`config.mk`:
```
export PLATFORM = sky130hd
export DESIGN_NAME = system_tick_timer
export DESIGN_NICKNAME = d
export VERILOG_FILES = /design/src/rtl/tick_freeze_sync.v /design/src/rtl/tick_down_counter.v /design/src/rtl/system_tick_timer.v
export VERILOG_INCLUDE_DIRS = /design/src /design/src/rtl
export SDC_FILE = /design/constraint.sdc
export NUM_CORES = 1
export LEC_CHECK = 0
export BUFFER_PORTS_ARGS = -buffer_cell sky130_fd_sc_hd__clkbuf_2
export CORE_UTILIZATION = 39
export DETAILED_ROUTE_END_ITERATION = 12
export PLACE_DENSITY = 0.62
export SYNTH_ARGS = -nofsm -noshare
export SYNTH_HDL_FRONTEND = slang
export SYNTH_SLANG_ARGS = --single-unit
```
`constraint.sdc`:
```
create_clock -name pclk -period 3.85 [get_ports pclk]
set_clock_uncertainty 0.15 [all_clocks]
set_input_delay 0.385 -clock pclk [delete_from_list [all_inputs] [get_ports pclk]]
set_output_delay 0.385 -clock pclk [all_outputs]
set_load 0.05 [all_outputs]
```
`src/rtl/tick_timer_defines.vh`:
```
`ifndef TICK_TIMER_DEFINES_VH
`define TICK_TIMER_DEFINES_VH

// ****************************************
// Register byte addresses
// ****************************************
`define TICK_ADDR_CTRL 32'he000e010
`define TICK_ADDR_RELOAD 32'he000e014
`define TICK_ADDR_CURRENT 32'he000e018
`define TICK_ADDR_CALIB 32'he000e01c

// ****************************************
// Control and status fields
// ****************************************
`define TICK_BIT_ENABLE 0
`define TICK_BIT_INT_ENABLE 1
`define TICK_BIT_CLK_SELECT 2
`define TICK_BIT_ZERO_FLAG 16
`define TICK_CTRL_RESET 1'b0
`define TICK_CLK_SELECT_VALUE 1'b1

// ****************************************
// Counter layout
// ****************************************
`define TICK_WIDTH 24
`define TICK_MSB 23
`define TICK_ZERO 24'h000000

// ****************************************
// Calibration word
// ****************************************
`define TICK_CALIB_VALUE 32'h800a71ff

`endif

```
`src/rtl/tick_freeze_sync.v`:
```
`timescale 1ns/1ps
`default_nettype none

// ****************************************
// Two-stage synchroniser for the freeze inputs
// ****************************************
module tick_freeze_sync (
	// Clock and reset
	input wire pclk,
	input wire presetn,
	// Asynchronous level in, synchronised level out
	input wire async_in,
	output reg sync_out
);

	reg meta;

	always @(posedge pclk or negedge presetn) begin
		if (!presetn) begin
			meta <= 1'b0;
			sync_out <= 1'b0;
		end else begin
			meta <= async_in;
			sync_out <= meta;
		end
	end

endmodule

`default_nettype wire

```
`src/rtl/tick_down_counter.v`:
```
`timescale 1ns/1ps
`default_nettype none
`include "tick_timer_defines.vh"

// ****************************************
// 24-bit down counter core
// ****************************************
module tick_down_counter (
	// Clock and reset
	input wire pclk,
	input wire presetn,
	// Control
	input wire run,
	input wire clear,
	input wire [23:0] reload,
	// Status
	output reg [23:0] count,
	output reg zero_step
);

	always @(posedge pclk or negedge presetn) begin
		if (!presetn) begin
			count <= `TICK_ZERO;
			zero_step <= 1'b0;
		end else begin
			zero_step <= 1'b0;
			if (clear) begin
				count <= `TICK_ZERO;
			end else if (run) begin
				if (count == `TICK_ZERO) begin
					count <= reload;
				end else begin
					count <= count - 24'h000001;
					zero_step <= (count == 24'h000001);
				end
			end
		end
	end

endmodule

`default_nettype wire

```
`src/rtl/system_tick_timer.v`:
```
// Overview of operation
// - A 24-bit down counter whose arrival at zero can request an interrupt.
// - The counter always runs from the system clock; no slower reference.
// - Control bit 2, clock select, is read-only and always reads 1.
// - Enabled, count down to zero, reload next edge, then keep counting.
// - Stepping to zero sets the zero-reached flag in control bit 16.
// - Reading the control register clears the zero-reached flag.
// - Interrupt enable bit 1 raises the interrupt on each zero arrival.
// - Counter holds its value while the processor is debug-halted.
// - Counter stops while its clock is gated in low power.
// - Reload gets no defined hardware start content; the current value resets to zero.
// - A full-word write to the current value register clears the counter.
// - Control bit 0 enables the counter when 1, disables when 0.
// - A current value write also clears the zero-reached flag.
// - Reload register holds bits 23:0; upper bits read zero.
//
// The implementer's own choice: the APB slave port.
`timescale 1ns/1ps
`default_nettype none
`include "tick_timer_defines.vh"

module system_tick_timer (
	// Clock and reset
	input wire pclk,
	input wire presetn,
	// APB slave
	input wire psel,
	input wire penable,
	input wire pwrite,
	input wire [31:0] paddr,
	input wire [31:0] pwdata,
	input wire [3:0] pstrb,
	output reg [31:0] prdata,
	output reg pready,
	output reg pslverr,
	// Freeze requests from outside the clock domain
	input wire debug_halt,
	input wire clock_gated,
	// Tick interrupt request
	output reg tick_irq
);

	// ****************************************
	// Freeze synchronisers
	// ****************************************
	wire halt_sync;
	wire gate_sync;

	tick_freeze_sync u_halt_sync (
		.pclk(pclk),
		.presetn(presetn),
		.async_in(debug_halt),
		.sync_out(halt_sync)
	);

	tick_freeze_sync u_gate_sync (
		.pclk(pclk),
		.presetn(presetn),
		.async_in(clock_gated),
		.sync_out(gate_sync)
	);

	// ****************************************
	// Control state
	// ****************************************
	reg enable;
	reg int_enable;
	reg zero_flag;
	reg [23:0] reload;
	wire [23:0] count;
	wire zero_step;

	// Setup phase decode; the access phase answers one cycle later
	wire setup = psel & ~penable;
	wire access = psel & penable & pready;
	wire hit_ctrl = (paddr == `TICK_ADDR_CTRL);
	wire hit_reload = (paddr == `TICK_ADDR_RELOAD);
	wire hit_current = (paddr == `TICK_ADDR_CURRENT);
	wire hit_calib = (paddr == `TICK_ADDR_CALIB);
	wire hit_any = hit_ctrl | hit_reload | hit_current | hit_calib;
	// Partial-lane writes are not honoured; only full words take effect
	wire full_word = (pstrb == 4'hf);
	wire wr = access & pwrite & full_word;
	wire wr_ctrl = wr & hit_ctrl;
	wire wr_reload = wr & hit_reload;
	wire wr_current = wr & hit_current;
	wire rd_ctrl = access & ~pwrite & hit_ctrl;

	// Frozen when debug-halted or when the clock is gated off
	wire run = enable & ~halt_sync & ~gate_sync;

	// Counter runs straight off pclk, no prescale exists
	tick_down_counter u_counter (
		.pclk(pclk),
		.presetn(presetn),
		.run(run),
		.clear(wr_current),
		.reload(reload),
		.count(count),
		.zero_step(zero_step)
	);

	// ****************************************
	// Registers
	// ****************************************
	always @(posedge pclk or negedge presetn) begin
		if (!presetn) begin
			enable <= `TICK_CTRL_RESET;
			int_enable <= `TICK_CTRL_RESET;
		end else if (wr_ctrl) begin
			enable <= pwdata[`TICK_BIT_ENABLE];
			int_enable <= pwdata[`TICK_BIT_INT_ENABLE];
		end
	end

	// Reload has no reset: its content is undefined until written
	always @(posedge pclk) begin
		if (wr_reload) begin
			reload <= pwdata[`TICK_MSB:0];
		end
	end

	// Set wins over a clearing read or write in the same cycle
	always @(posedge pclk or negedge presetn) begin
		if (!presetn) begin
			zero_flag <= `TICK_CTRL_RESET;
		end else if (zero_step) begin
			zero_flag <= 1'b1;
		end else if (rd_ctrl | wr_current) begin
			zero_flag <= 1'b0;
		end
	end

	// One-cycle request per zero arrival
	always @(posedge pclk or negedge presetn) begin
		if (!presetn) begin
			tick_irq <= 1'b0;
		end else begin
			tick_irq <= zero_step & int_enable;
		end
	end

	// ****************************************
	// APB answer
	// ****************************************
	reg [31:0] next_prdata;

	always @* begin
		next_prdata = 32'h00000000;
		if (hit_ctrl) begin
			next_prdata[`TICK_BIT_ENABLE] = enable;
			next_prdata[`TICK_BIT_INT_ENABLE] = int_enable;
			next_prdata[`TICK_BIT_CLK_SELECT] = `TICK_CLK_SELECT_VALUE;
			// A step at the setup edge must show, since the access edge clears it
			next_prdata[`TICK_BIT_ZERO_FLAG] = zero_flag | zero_step;
		end else if (hit_reload) begin
			next_prdata[`TICK_MSB:0] = reload;
		end else if (hit_current) begin
			next_prdata[`TICK_MSB:0] = count;
		end else if (hit_calib) begin
			next_prdata = `TICK_CALIB_VALUE;
		end
	end

	always @(posedge pclk or negedge presetn) begin
		if (!presetn) begin
			pready <= 1'b0;
			pslverr <= 1'b0;
			prdata <= 32'h00000000;
		end else if (setup) begin
			pready <= 1'b1;
			pslverr <= ~hit_any | (pwrite & ~full_word);
			prdata <= pwrite ? 32'h00000000 : next_prdata;
		end else begin
			pready <= 1'b0;
			pslverr <= 1'b0;
			prdata <= 32'h00000000;
		end
	end

endmodule

`default_nettype wire

```
==> summary.md, run 1 <==
• complete, no violations — outcome
• 19.51% — total global routing track utilization
• 0 — overall overflow remaining after global route
• 368.2 uW — net switching power figure
• 3321 — routed via count
• 1.085 ns — post-placement setup slack
• simple AND/OR/NAND/NOR gates — delay-heaviest family, CP
• 1.030 ns — worst setup slack after layout
• simple AND/OR/NAND/NOR gates — largest family of logic cells by synthesized area
• 389 — Post-Syn Instances
• 2 — buffer depth of the longest clock path
• 3246 — vias in the first global route
• 63 — number of distinct standard cells referenced by the synthesized netlist
• clkbuf_8 — Clk Tree Root Cell
• 55.4% — sequential power share
• 599 — placed insts
• 16.79 mm — global-route wire length before repair
• flop — CP Capture Type
• 354.7 MHz — maximum operating frequency
• 3.96 ns — required time of the critical path
• input port to flop — HP Class
• 39.99% — effective utilization at floorplan
• 73.23% — share of the cycle needed by the critical path after routing
• 0.004091 mm^2 — mapped cell area
• 0 — number of max-capacitance violations reported
• 0.9174% — Adder-Cell Fraction of Synth Area
• 24 — EDFF count, synth
• 0.01090 mm^2 — Total Die Area
• 0.8689 — Placer Congestion
• 22.15% — switching share of power
• 0.08 ns — clock slew at the register clock pins of the worst setup and hold paths
• 4 — total iterations of the first detailed-routing run
• 0 — Fin. Hold Viols
• 0.0002328 V — peak ir drop on the vdd network
• 0 — number of nets still failing antenna checks after routing
• 110 — Ports
• 3 — quantity of hold-fixing buffers added after cts
• 71.43% — proportion of synthesized flip-flops having asynchronous set or reset
• 2.93 ns — data arrival time of the worst path
• 1.294 mW — internal power contribution
• inv_1 > ha_1 > nor4b_2 > nand4_2 > nor2_2 > buf_4 > o21ai_0 > a221oi_1 — ordered cell list for the critical path
• 0.35 ns — clock latency of the later-clocked register in the worst-skew pair
• flop to flop — critical path class
• 94 — buffers added on ports
• 5.374 — vias per cell
• 0 — Ant. Diodes
• 618 — post-route insts no fill
• 0 — detailed-route DRC error count
• 15.99% — compound-gate portion of the synthesized area
• 104.4 um — die width
• 341.6 mW/mm^2 — total power per unit cell area
• 0 — final number of setup-violating endpoints
• 33 — pin count of the biggest net entering global routing
• 2.177 nW — leakage component of the power
• 84 — clk sinks
• 198 — Starting DRT DRC Count
• 20.55% — area fraction in and, or, nand and nor cells after synthesis
• 0 — pins over their slew limit
• 1.896% — mux contribution to synthesized area
• 10.52 um^2 — average instance area after synthesis
• 0.01023 mm^2 — Std-Cell Core Area
• 555 — number of nets in the layout
• no — unrepaired setup endpoints after global routing
• 0 — number of synthesis warnings
• 38.5% — Clk network pwr share
• 0.9345 ns — Tightest Pin Transition
• 0 — buffer count from post-CTS setup fixing
• built — clock tree from TritonCTS
• 0.67 ns — CP max stage delay
• 6.832 mm — post-detailed-placement half-perimeter wirelength
• 0.2141% — post-synthesis xor/xnor area fraction
• 54.31% — fraction of the yosys area taken by sequential cells
• 2.820 ns — Min Clock Period, post-route
• 84 — FF+latch count, synth
• 3 — H-tree Lvls
• 9.963 mm — aggregate routed wire length
• 18.93% — Layout area overhead
• 0 — number of antenna violations at the first check in global routing
• 6.1% — fraction of power consumed by combinational cells
• 104.4 um — Die Height
• 37.55% — Slew Limit Headroom
• 37 — cell row count
• 16.12 um — drt wl/cell
• 9 — number of buffers added by the clock tree synthesis step
• 28.01% — share of cells above drive strength 1
• flop — Critical Path Start Type
• 2 — count of buffer and inverter cells on the critical path
• 0 ns — total negative slack
• 18 — crit path max fanout
• 0 — post-cts gate resize count
• nor2_2 — Max stage delay cell, worst path
• dfrtp_1 — Primary FF master, synth
==> Yosys cell counts, drive strengths merged, types with 2 or more instances <==
cell type  number  area, um^2
a32o            6       60.06
nand4           7       65.06
or4             3       26.27
a31oi           6       37.54
o21ai          31       155.2
a221oi          4       35.03
o31ai           2       20.02
nor3           15       97.59
nand2b          5       31.28
nor2b           3       18.77
edfxtp         24       720.7
a22oi          11       82.58
nand3          16       80.08
a21o            2       15.01
a21oi          21       105.1
ha              3       37.54
and4b           2       20.02
dfrtp          60        1501
and4            2       17.52
nor4b           4       47.55
a211oi          4       30.03
nand2          31       123.9
clkbuf         12       45.04
inv            13       48.80
nor4           13       102.6
and2            2       12.51
nor2           31       118.9
nor3b           2       20.02
mux2            6       67.56
and3            4       25.02
o22ai           7       43.79
buf            22       152.6
==> sequential cells by signal (all words and copies together), names as in the netlist <==
| name | flops |
|---|---|
| prdata | 25 |
| pslverr | 1 |
| u_gate_sync.sync_out | 1 |
| u_gate_sync.meta | 1 |
| u_halt_sync.sync_out | 1 |
| tick_irq | 1 |
| int_enable | 1 |
| pready | 1 |
| u_halt_sync.meta | 1 |
| zero_flag | 1 |
| reload | 24 |
| enable | 1 |
| u_counter.count | 24 |
| u_counter.zero_step | 1 |
==> stage by stage <==
stage	area, um^2	hold WS, ns	power, mW	utilization (%)
2_1_floorplan	4120	-0.06059	0.9884	-
3_3_place_gp	4638	0.1858	1.037	45.33
3_5_place_dp	4638	0.1847	1.039	45.33
4_1_cts	4866	0.04086	1.677	47.56
5_1_grt	4866	0.04092	1.722	47.56
6_report	4866	0.04932	1.662	47.56
==> layout make-up <==
| cell class | count | area, um^2 |
|---|---|---|
| fillers | 961 | 5365 |
| well taps | 136 | 170.2 |
| flip-flops and latches | 84 | 2222 |
| clock buffers | 14 | 162.7 |
| multi-input cells | 264 | 1667 |
| clock inverters | 2 | 35.03 |
| repair buffers | 105 | 560.5 |
| inverters | 13 | 48.80 |
==> logic make-up after synthesis <==
group | count (synthesis)
mux | 7
other cells | 1
flops | 84
fa+ha+maj | 3
compound gates | 102
buf+inv | 47
simple gates | 144
xor+xnor | 1
==> cells in the final DEF, fill, tap and decap left out, types with 4 or more instances in the layout <==
cell type / synthesis / layout
clkbuf_2: 0 / 94
dfrtp_1: 60 / 60
nor2_1: 30 / 30
nand2_1: 30 / 30
edfxtp_1: 24 / 24
o21ai_0: 22 / 22
a21oi_1: 21 / 21
nand3_1: 16 / 16
inv_1: 13 / 13
nor3_1: 13 / 13
a22oi_1: 11 / 11
clkbuf_8: 0 / 11
nor4_1: 11 / 9
o21ai_1: 9 / 9
buf_4: 10 / 8
o22ai_1: 7 / 7
conb_1: 1 / 7
a32o_1: 6 / 6
a31oi_1: 6 / 6
nand2b_1: 5 / 5
nand4_1: 5 / 5
mux2_2: 4 / 4
and3_1: 4 / 4
a211oi_1: 4 / 4
a221oi_1: 4 / 4
==> power by group through the flow <==
stage | Combinational, mW | Clock [mW] | Sequential, mW
global route | 0.114 | 0.688 | 0.921
CTS | 0.103 | 0.654 | 0.920
detailed placement | 0.100 | 0 | 0.939
global placement | 0.0980 | 0 | 0.939
floorplan | 0.0453 | 0 | 0.943
finish | 0.101 | 0.640 | 0.920
==> worst paths after layout <==
| path | cells after the start | end | slack (ns) | start |
|---|---|---|---|---|
| max in group asynchronous | 3 | u_counter.count[18]$_DFFE_PN0P_ | 2.27 | presetn |
| max reg2reg | 8 | u_counter.count[3]$_DFFE_PN0P_ | 1.03 | u_counter.count[0]$_DFFE_PN0P_ |
| min in group asynchronous | 2 | prdata[3]$_DFF_PN0_ | 0.46 | presetn |
| min reg2reg | 0 | u_halt_sync.sync_out$_DFF_PN0_ | 0.20 | u_halt_sync.meta$_DFF_PN0_ |
| min | 1 | reload[7]$_DFFE_PP_ | 0.05 | pwdata[7] |
| max | 8 | u_counter.count[3]$_DFFE_PN0P_ | 1.03 | u_counter.count[0]$_DFFE_PN0P_ |
==> per-layer routing <==
metal | part of all wire, % | track usage (%)
met1 | 45 | 27.25
met2 | 48 | 30.51
met3 | 5.1 | 2.694
met4 | 1.8 | 7.959
met5 | 0 | 0
(Power assumes the default switching activity.)
==> run 2: changes to the inputs <==
- clock period: 3.85 -> 2.6 ns (I/O delays scaled with it)
==> run 2 against run 1 <==
Compared with the run above:
- clock-buffer cell count shrank 4
- highest routed layer unchanged
- critical endpoint is now u_counter.count[22]$_DFFE_PN0P_
- combinational power grew 80%
- critical path depth shrank 1
- flip-flop and latch count is the same
- clock power grew 61%
==> summary.md, run 2 (synthesis gave the netlist of run 1 again) <==
• 0.09 ns — clock slew at the register clock pins of the worst setup and hold paths, about the same
• 0 — Ant. Diodes, unchanged
• 5.288 — vias per cell, -1.6%
• flop — CP Capture Type
• clkbuf_2 — leading cell type in the layout, fill and taps excluded
• 0.01023 mm^2 — Std-Cell Core Area, unchanged
• 37 — cell row count, unchanged
• 0 — overall overflow remaining after global route, unchanged
• 7.170 mm — post-detailed-placement half-perimeter wirelength, +5.0%
• u_counter.count[1]$_DFFE_PN0P_ — start of the worst register-to-register path
• 135 — Starting DRT DRC Count, -32%
• 8 — crit path max fanout, -10
• 953 — final-layout fill cell count, -0.83%
• prdata (25), reload (24), u_counter.count (24) — largest registers in the final layout
• 3514 — vias in the first global route, +8.3%
• 64.59% — Slew Limit Headroom, +27 points
• 104.4 um — die width, unchanged
• 0.5298 ns — Tightest Pin Transition, -0.4047 ns
• 104.4 um — Die Height, unchanged
• 15.51 um — drt wl/cell, -3.8%
• flop to flop — critical path class
• flop — Critical Path Start Type
• 110 — Ports, unchanged
• 0 — buffer count from post-CTS setup fixing, unchanged
• clkbuf_8 — Clk Tree Root Cell
• 0.01090 mm^2 — Total Die Area, unchanged
• u_counter.count[22]$_DFFE_PN0P_ — critical register-to-register path endpoint
• 0 — number of nets still failing antenna checks after routing, unchanged
• 0 — final number of setup-violating endpoints, unchanged
• 2.395 ns — Min Clock Period, post-route, -0.4250 ns
• prdata — top register by number of flip-flops
• 10.17 mm — aggregate routed wire length, +2.1%
• 28.20% — Layout area overhead
• 17.12 mm — global-route wire length before repair, +1.9%
• pwrite — Worst Min Path Start
• 2.69 ns — required time of the critical path, -1.27 ns
• 3 — H-tree Lvls, unchanged
• built — clock tree from TritonCTS
• 5 — total iterations of the first detailed-routing run, +1
• 28.65% — share of cells above drive strength 1, +0.65 points
• 84 — clk sinks, unchanged
• u_counter.count[1]$_DFFE_PN0P_ — launch point of the critical path
• 39.99% — effective utilization at floorplan, unchanged
• 19.92% — total global routing track utilization, +0.42 points
• 0.0002452 V — peak ir drop on the vdd network, +5.3%
• complete, no violations — outcome
• 0 — number of antenna violations at the first check in global routing, unchanged
• 7 — r2r worst-path depth, -1
• 25 — Largest register FFs, unchanged
• 0 — pins over their slew limit, unchanged
• 52 — pin count of the biggest net entering global routing, +58%
• 0.36 ns — clock latency of the later-clocked register in the worst-skew pair, about the same
• 490.4 mW/mm^2 — total power per unit cell area, +44%
• u_counter.count[22]$_DFFE_PN0P_ — end of the critical path
• 0.8330 — Placer Congestion, -4.1%
• 92.10% — share of the cycle needed by the critical path after routing, +19 points
• 417.6 MHz — maximum operating frequency, +18%
• input port to flop — HP Class
• 0 ns — total negative slack, unchanged
• 593 — number of nets in the layout, +6.8%
• 94 — buffers added on ports, unchanged
• 0 — post-cts gate resize count, unchanged
• 0.01249 ns — Post-Route Hold Slack, -0.03683 ns
• 28 — quantity of hold-fixing buffers added after cts, +25
• 0.21 ns — register-to-register setup slack, -0.82 ns
• 0 — detailed-route DRC error count, unchanged
• 2.48 ns — data arrival time of the worst path, -0.45 ns
• clkbuf_2, dfrtp_1, nor2_1, nand2_1, dlygate4sd3_1 — most used cells in the layout excluding fill and tap cells
• 3469 — routed via count, +4.5%
• 2.352 nW — leakage component of the power, +8.0%
• no — unrepaired setup endpoints after global routing
• 9 — number of buffers added by the clock tree synthesis step, unchanged
• 0 — Fin. Hold Viols, unchanged
• 2 — buffer depth of the longest clock path, unchanged
• 0 — number of max-capacitance violations reported, unchanged
==> run 2: area by class of cell <==
class	count	area [um^2]	area share (%)
flip-flops and latches	84	2222	42.37
multi-input cells	264	1667	31.77
repair buffers	143	920.9	17.56
well taps	136	170.2	3.244
clock buffers	10	127.6	2.433
clock inverters	6	88.84	1.694
inverters	13	48.80	0.9303
==> run 2: worst min-delay path by stage <==
stage	endpoint	slack (ns)	depth (start not counted)
3_3_place_gp	prdata[9]$_DFF_PN0_	-0.003	1
3_5_place_dp	prdata[11]$_DFF_PN0_	0.007	1
6_report	pslverr$_DFF_PN0_	0.01	3
2_1_floorplan	enable$_DFFE_PN0P_	-0.19	0
4_1_cts	pslverr$_DFF_PN0_	0.005	3
5_1_grt	pslverr$_DFF_PN0_	0.006	3
==> run 2: critical path, stage by stage, from the launching register on <==
cell     delay (ns)
dfrtp_1        0.45
inv_1          0.12
ha_1           0.19
nor3b_2        0.34
nand4_4        0.20
or4_4          0.54
o31ai_2        0.18
a31oi_1        0.10
==> run 2: where the power goes <==
group	internal (mW)	switching, mW	leakage, nW
Sequential	1.36	0.00118	0.954
Clock	0.541	0.485	0.104
Combinational	0.0857	0.0968	1.29
Total	1.99	0.583	2.35
==> run 2: layer usage <==
metal	track usage [%]	share of wire, %	up-vias
met3	3.258	4.3	15
li1	-	-	1679
met2	31.84	50	94
met4	8.061	1.9	0
met1	26.92	44	1681
met5	0	0	-
==> run 2: per-stage QoR <==
stage	area [um^2]	setup WS, ns	cells	power (mW)	util [%]
after floorplan	4129	0.2367	395	1.464	-
after global placement	4748	0.2552	612	1.539	46.41
after detailed placement	4748	0.2305	612	1.542	46.41
after CTS	5245	0.2025	656	2.590	51.27
after global routing	5245	0.007997	656	2.667	51.27
final	5245	0.2055	656	2.572	51.27
==> run 3: changes to the inputs <==
==> constraint.sdc (replaced) <==
create_clock -name pclk -period 2.6 [get_ports pclk]
set_clock_uncertainty 0.15 [all_clocks]
set_input_delay 0.52 -clock pclk [delete_from_list [all_inputs] [get_ports pclk]]
set_output_delay 0.52 -clock pclk [all_outputs]
set_load 0.05 [all_outputs]
==> run 3 against run 2 <==
Compared with the run above:
- the run now ends with negative hold slack left
- cell area down 4.5%
- power down 0.86%
- via count down 4.2%
- sequential share of layout area up 2.0 points
- clock-buffer cell count unchanged
- critical path depth down 1
- sequential power about the same
- register-to-register slack better by 0.04 ns
- routed wire length down 1.6%
- first-iteration DRC count up 38%
- non-clock buffer count down 23
- critical path type unchanged
- critical endpoint is now u_counter.count[23]$_DFFE_PN0P_
- largest cell class unchanged
- highest routed layer unchanged
==> summary.md, run 3 (synthesis gave the netlist of run 1 again) <==
• 84 — clk sinks, unchanged
• 570 — number of nets in the layout, -3.9%
• built — clock tree from TritonCTS
• 425.4 MHz — maximum operating frequency, +1.9%
• negative hold slack — violated checks
• 2.351 ns — Min Clock Period, post-route, -0.04389 ns
• 0 — pins over their slew limit, unchanged
• 0 ns — total negative slack, unchanged
• flop to flop — critical path class
• 4 — total iterations of the first detailed-routing run, -1
• 94 — buffers added on ports, unchanged
• 0 — detailed-route DRC error count, unchanged
• 48.98% — Core Util, Final, -2.3 points
• 22.48% — Layout area overhead
• 90.41% — share of the cycle needed by the critical path after routing, -1.7 points
• prdata — top register by number of flip-flops
• flop — CP Capture Type
• 0.01090 mm^2 — Total Die Area, unchanged
• 0 — number of antenna violations at the first check in global routing, unchanged
• 104.4 um — die width, unchanged
• 0 — buffer count from post-CTS setup fixing, unchanged
• complete, but fails checks — outcome
• 10.01 mm — aggregate routed wire length, -1.6%
• 7.254 mm — post-detailed-placement half-perimeter wirelength, +1.2%
• prdata (25), reload (24), u_counter.count (24) — largest registers in the final layout
• 0 — final number of setup-violating endpoints, unchanged
• 0.09 ns — clock slew at the register clock pins of the worst setup and hold paths, about the same
• 37 — cell row count, unchanged
• 3 — H-tree Lvls, unchanged
• 0 — quantity of hold-fixing buffers added after cts, -100%
• 508.8 mW/mm^2 — total power per unit cell area, +3.8%
• clkbuf_8 — Clk Tree Root Cell
• input port to asynchronous set/reset pin — HP Class
• 0 — overall overflow remaining after global route, unchanged
• 2.50 ns — data arrival time of the worst path, +0.02 ns
• 31.39% — share of cells above drive strength 1, +2.7 points
• 3 — Fin. Hold Viols, +3
• -0.005742 ns — Post-Route Hold Slack, -0.01824 ns
• 110 — Ports, unchanged
• 186 — Starting DRT DRC Count, +38%
• 0 — post-cts gate resize count, unchanged
• 3408 — vias in the first global route, -3.0%
• 0.8735 — Placer Congestion, +4.9%
• 5.248 — vias per cell, -0.76%
• 9 — number of buffers added by the clock tree synthesis step, unchanged
• 0 — number of max-capacitance violations reported, unchanged
• clkbuf_2, dfrtp_1, nor2_1, nand2_1, buf_4 — most used cells in the layout excluding fill and tap cells
• 0.37 ns — clock latency of the later-clocked register in the worst-skew pair, about the same
• 19.93% — total global routing track utilization, about the same
• 104.4 um — Die Height, unchanged
• 7 — crit path max fanout, -1
• 2 — buffer depth of the longest clock path, unchanged
• clkbuf_2 — leading cell type in the layout, fill and taps excluded
• 959 — final-layout fill cell count, +0.63%
• 0 — number of nets still failing antenna checks after routing, unchanged
• 15.81 um — drt wl/cell, +1.9%
• 61 — pin count of the biggest net entering global routing, +17%
• 0.01023 mm^2 — Std-Cell Core Area, unchanged
• 39.99% — effective utilization at floorplan, unchanged
• 2.75 ns — required time of the critical path, +0.06 ns
• 0.0002913 V — peak ir drop on the vdd network, +19%
• 3322 — routed via count, -4.2%
• 0 — Ant. Diodes, unchanged
• 16.75 mm — global-route wire length before repair, -2.1%
• flop — Critical Path Start Type
• no — unrepaired setup endpoints after global routing
• 2.269 nW — leakage component of the power, -3.5%
• 25 — Largest register FFs, unchanged
## run 3: cell types whose count changed in the layout (fill, tap and decap cells not counted), sizes merged
| cell | delta |
|---|---|
| dlygate4sd3 | -28 |
| clkinvlp | -1 |
| buf | +5 |
| clkinv | +1 |
## run 3: cell type report
type | count | area, um^2 | share of cell area (%)
flip-flops and latches | 84 | 2222 | 44.34
multi-input cells | 264 | 1667 | 33.26
repair buffers | 120 | 678.2 | 13.53
well taps | 136 | 170.2 | 3.396
clock buffers | 10 | 137.6 | 2.747
clock inverters | 6 | 87.58 | 1.748
inverters | 13 | 48.80 | 0.9738
## run 3: worst paths after layout
check	start	to	slack, ns	cells past startpoint
max	u_counter.count[6]$_DFFE_PN0P_	u_counter.count[23]$_DFFE_PN0P_	0.25	6
min	presetn	prdata[10]$_DFF_PN0_	-0.006	2
max reg2reg	u_counter.count[6]$_DFFE_PN0P_	u_counter.count[23]$_DFFE_PN0P_	0.25	6
min reg2reg	u_halt_sync.meta$_DFF_PN0_	u_halt_sync.sync_out$_DFF_PN0_	0.20	0
max in group asynchronous	presetn	u_counter.count[0]$_DFFE_PN0P_	2.02	2
min in group pclk	debug_halt	u_halt_sync.meta$_DFF_PN0_	0.10	1
## run 3: critical path, stage by stage, from the launching register on
cell and delay (ns):
dfrtp_1 0.46, nor4_4 0.51, buf_4 0.23, nand4_1 0.27, a211o_1 0.38, a21o_1 0.15, a21oi_1 0.13
## run 3: per-layer routing
| layer | track usage [%] | up-vias | wire length [um] |
|---|---|---|---|
| li1 | - | 1639 | - |
| met1 | 24.36 | 1585 | 4383 |
| met2 | 32.40 | 84 | 4955 |
| met3 | 5.075 | 14 | 453 |
| met4 | 10.41 | 0 | 214 |
| met5 | 0 | - | 0 |
## run 3: per-stage QoR
| step | setup slack [ns] | area, um^2 | power (mW) | cells | hold slack [ns] |
|---|---|---|---|---|---|
| 2_1_floorplan | 0.07449 | 4129 | 1.464 | 395 | 0.07441 |
| 3_3_place_gp | 0.1376 | 4786 | 1.540 | 617 | 0.1835 |
| 3_5_place_dp | 0.1311 | 4786 | 1.542 | 617 | 0.1855 |
| 4_1_cts | 0.2607 | 5011 | 2.586 | 633 | 0.0002225 |
| 5_1_grt | 0.05067 | 5011 | 2.651 | 633 | 0.01816 |
| 6_report | 0.2494 | 5011 | 2.550 | 633 | -0.005742 |
## run 3: power by group
| group | leakage, nW | internal, mW | switching [mW] |
|---|---|---|---|
| Clock | 0.116 | 0.567 | 0.471 |
| Sequential | 0.954 | 1.36 | 0.00134 |
| Combinational | 1.20 | 0.0585 | 0.0903 |
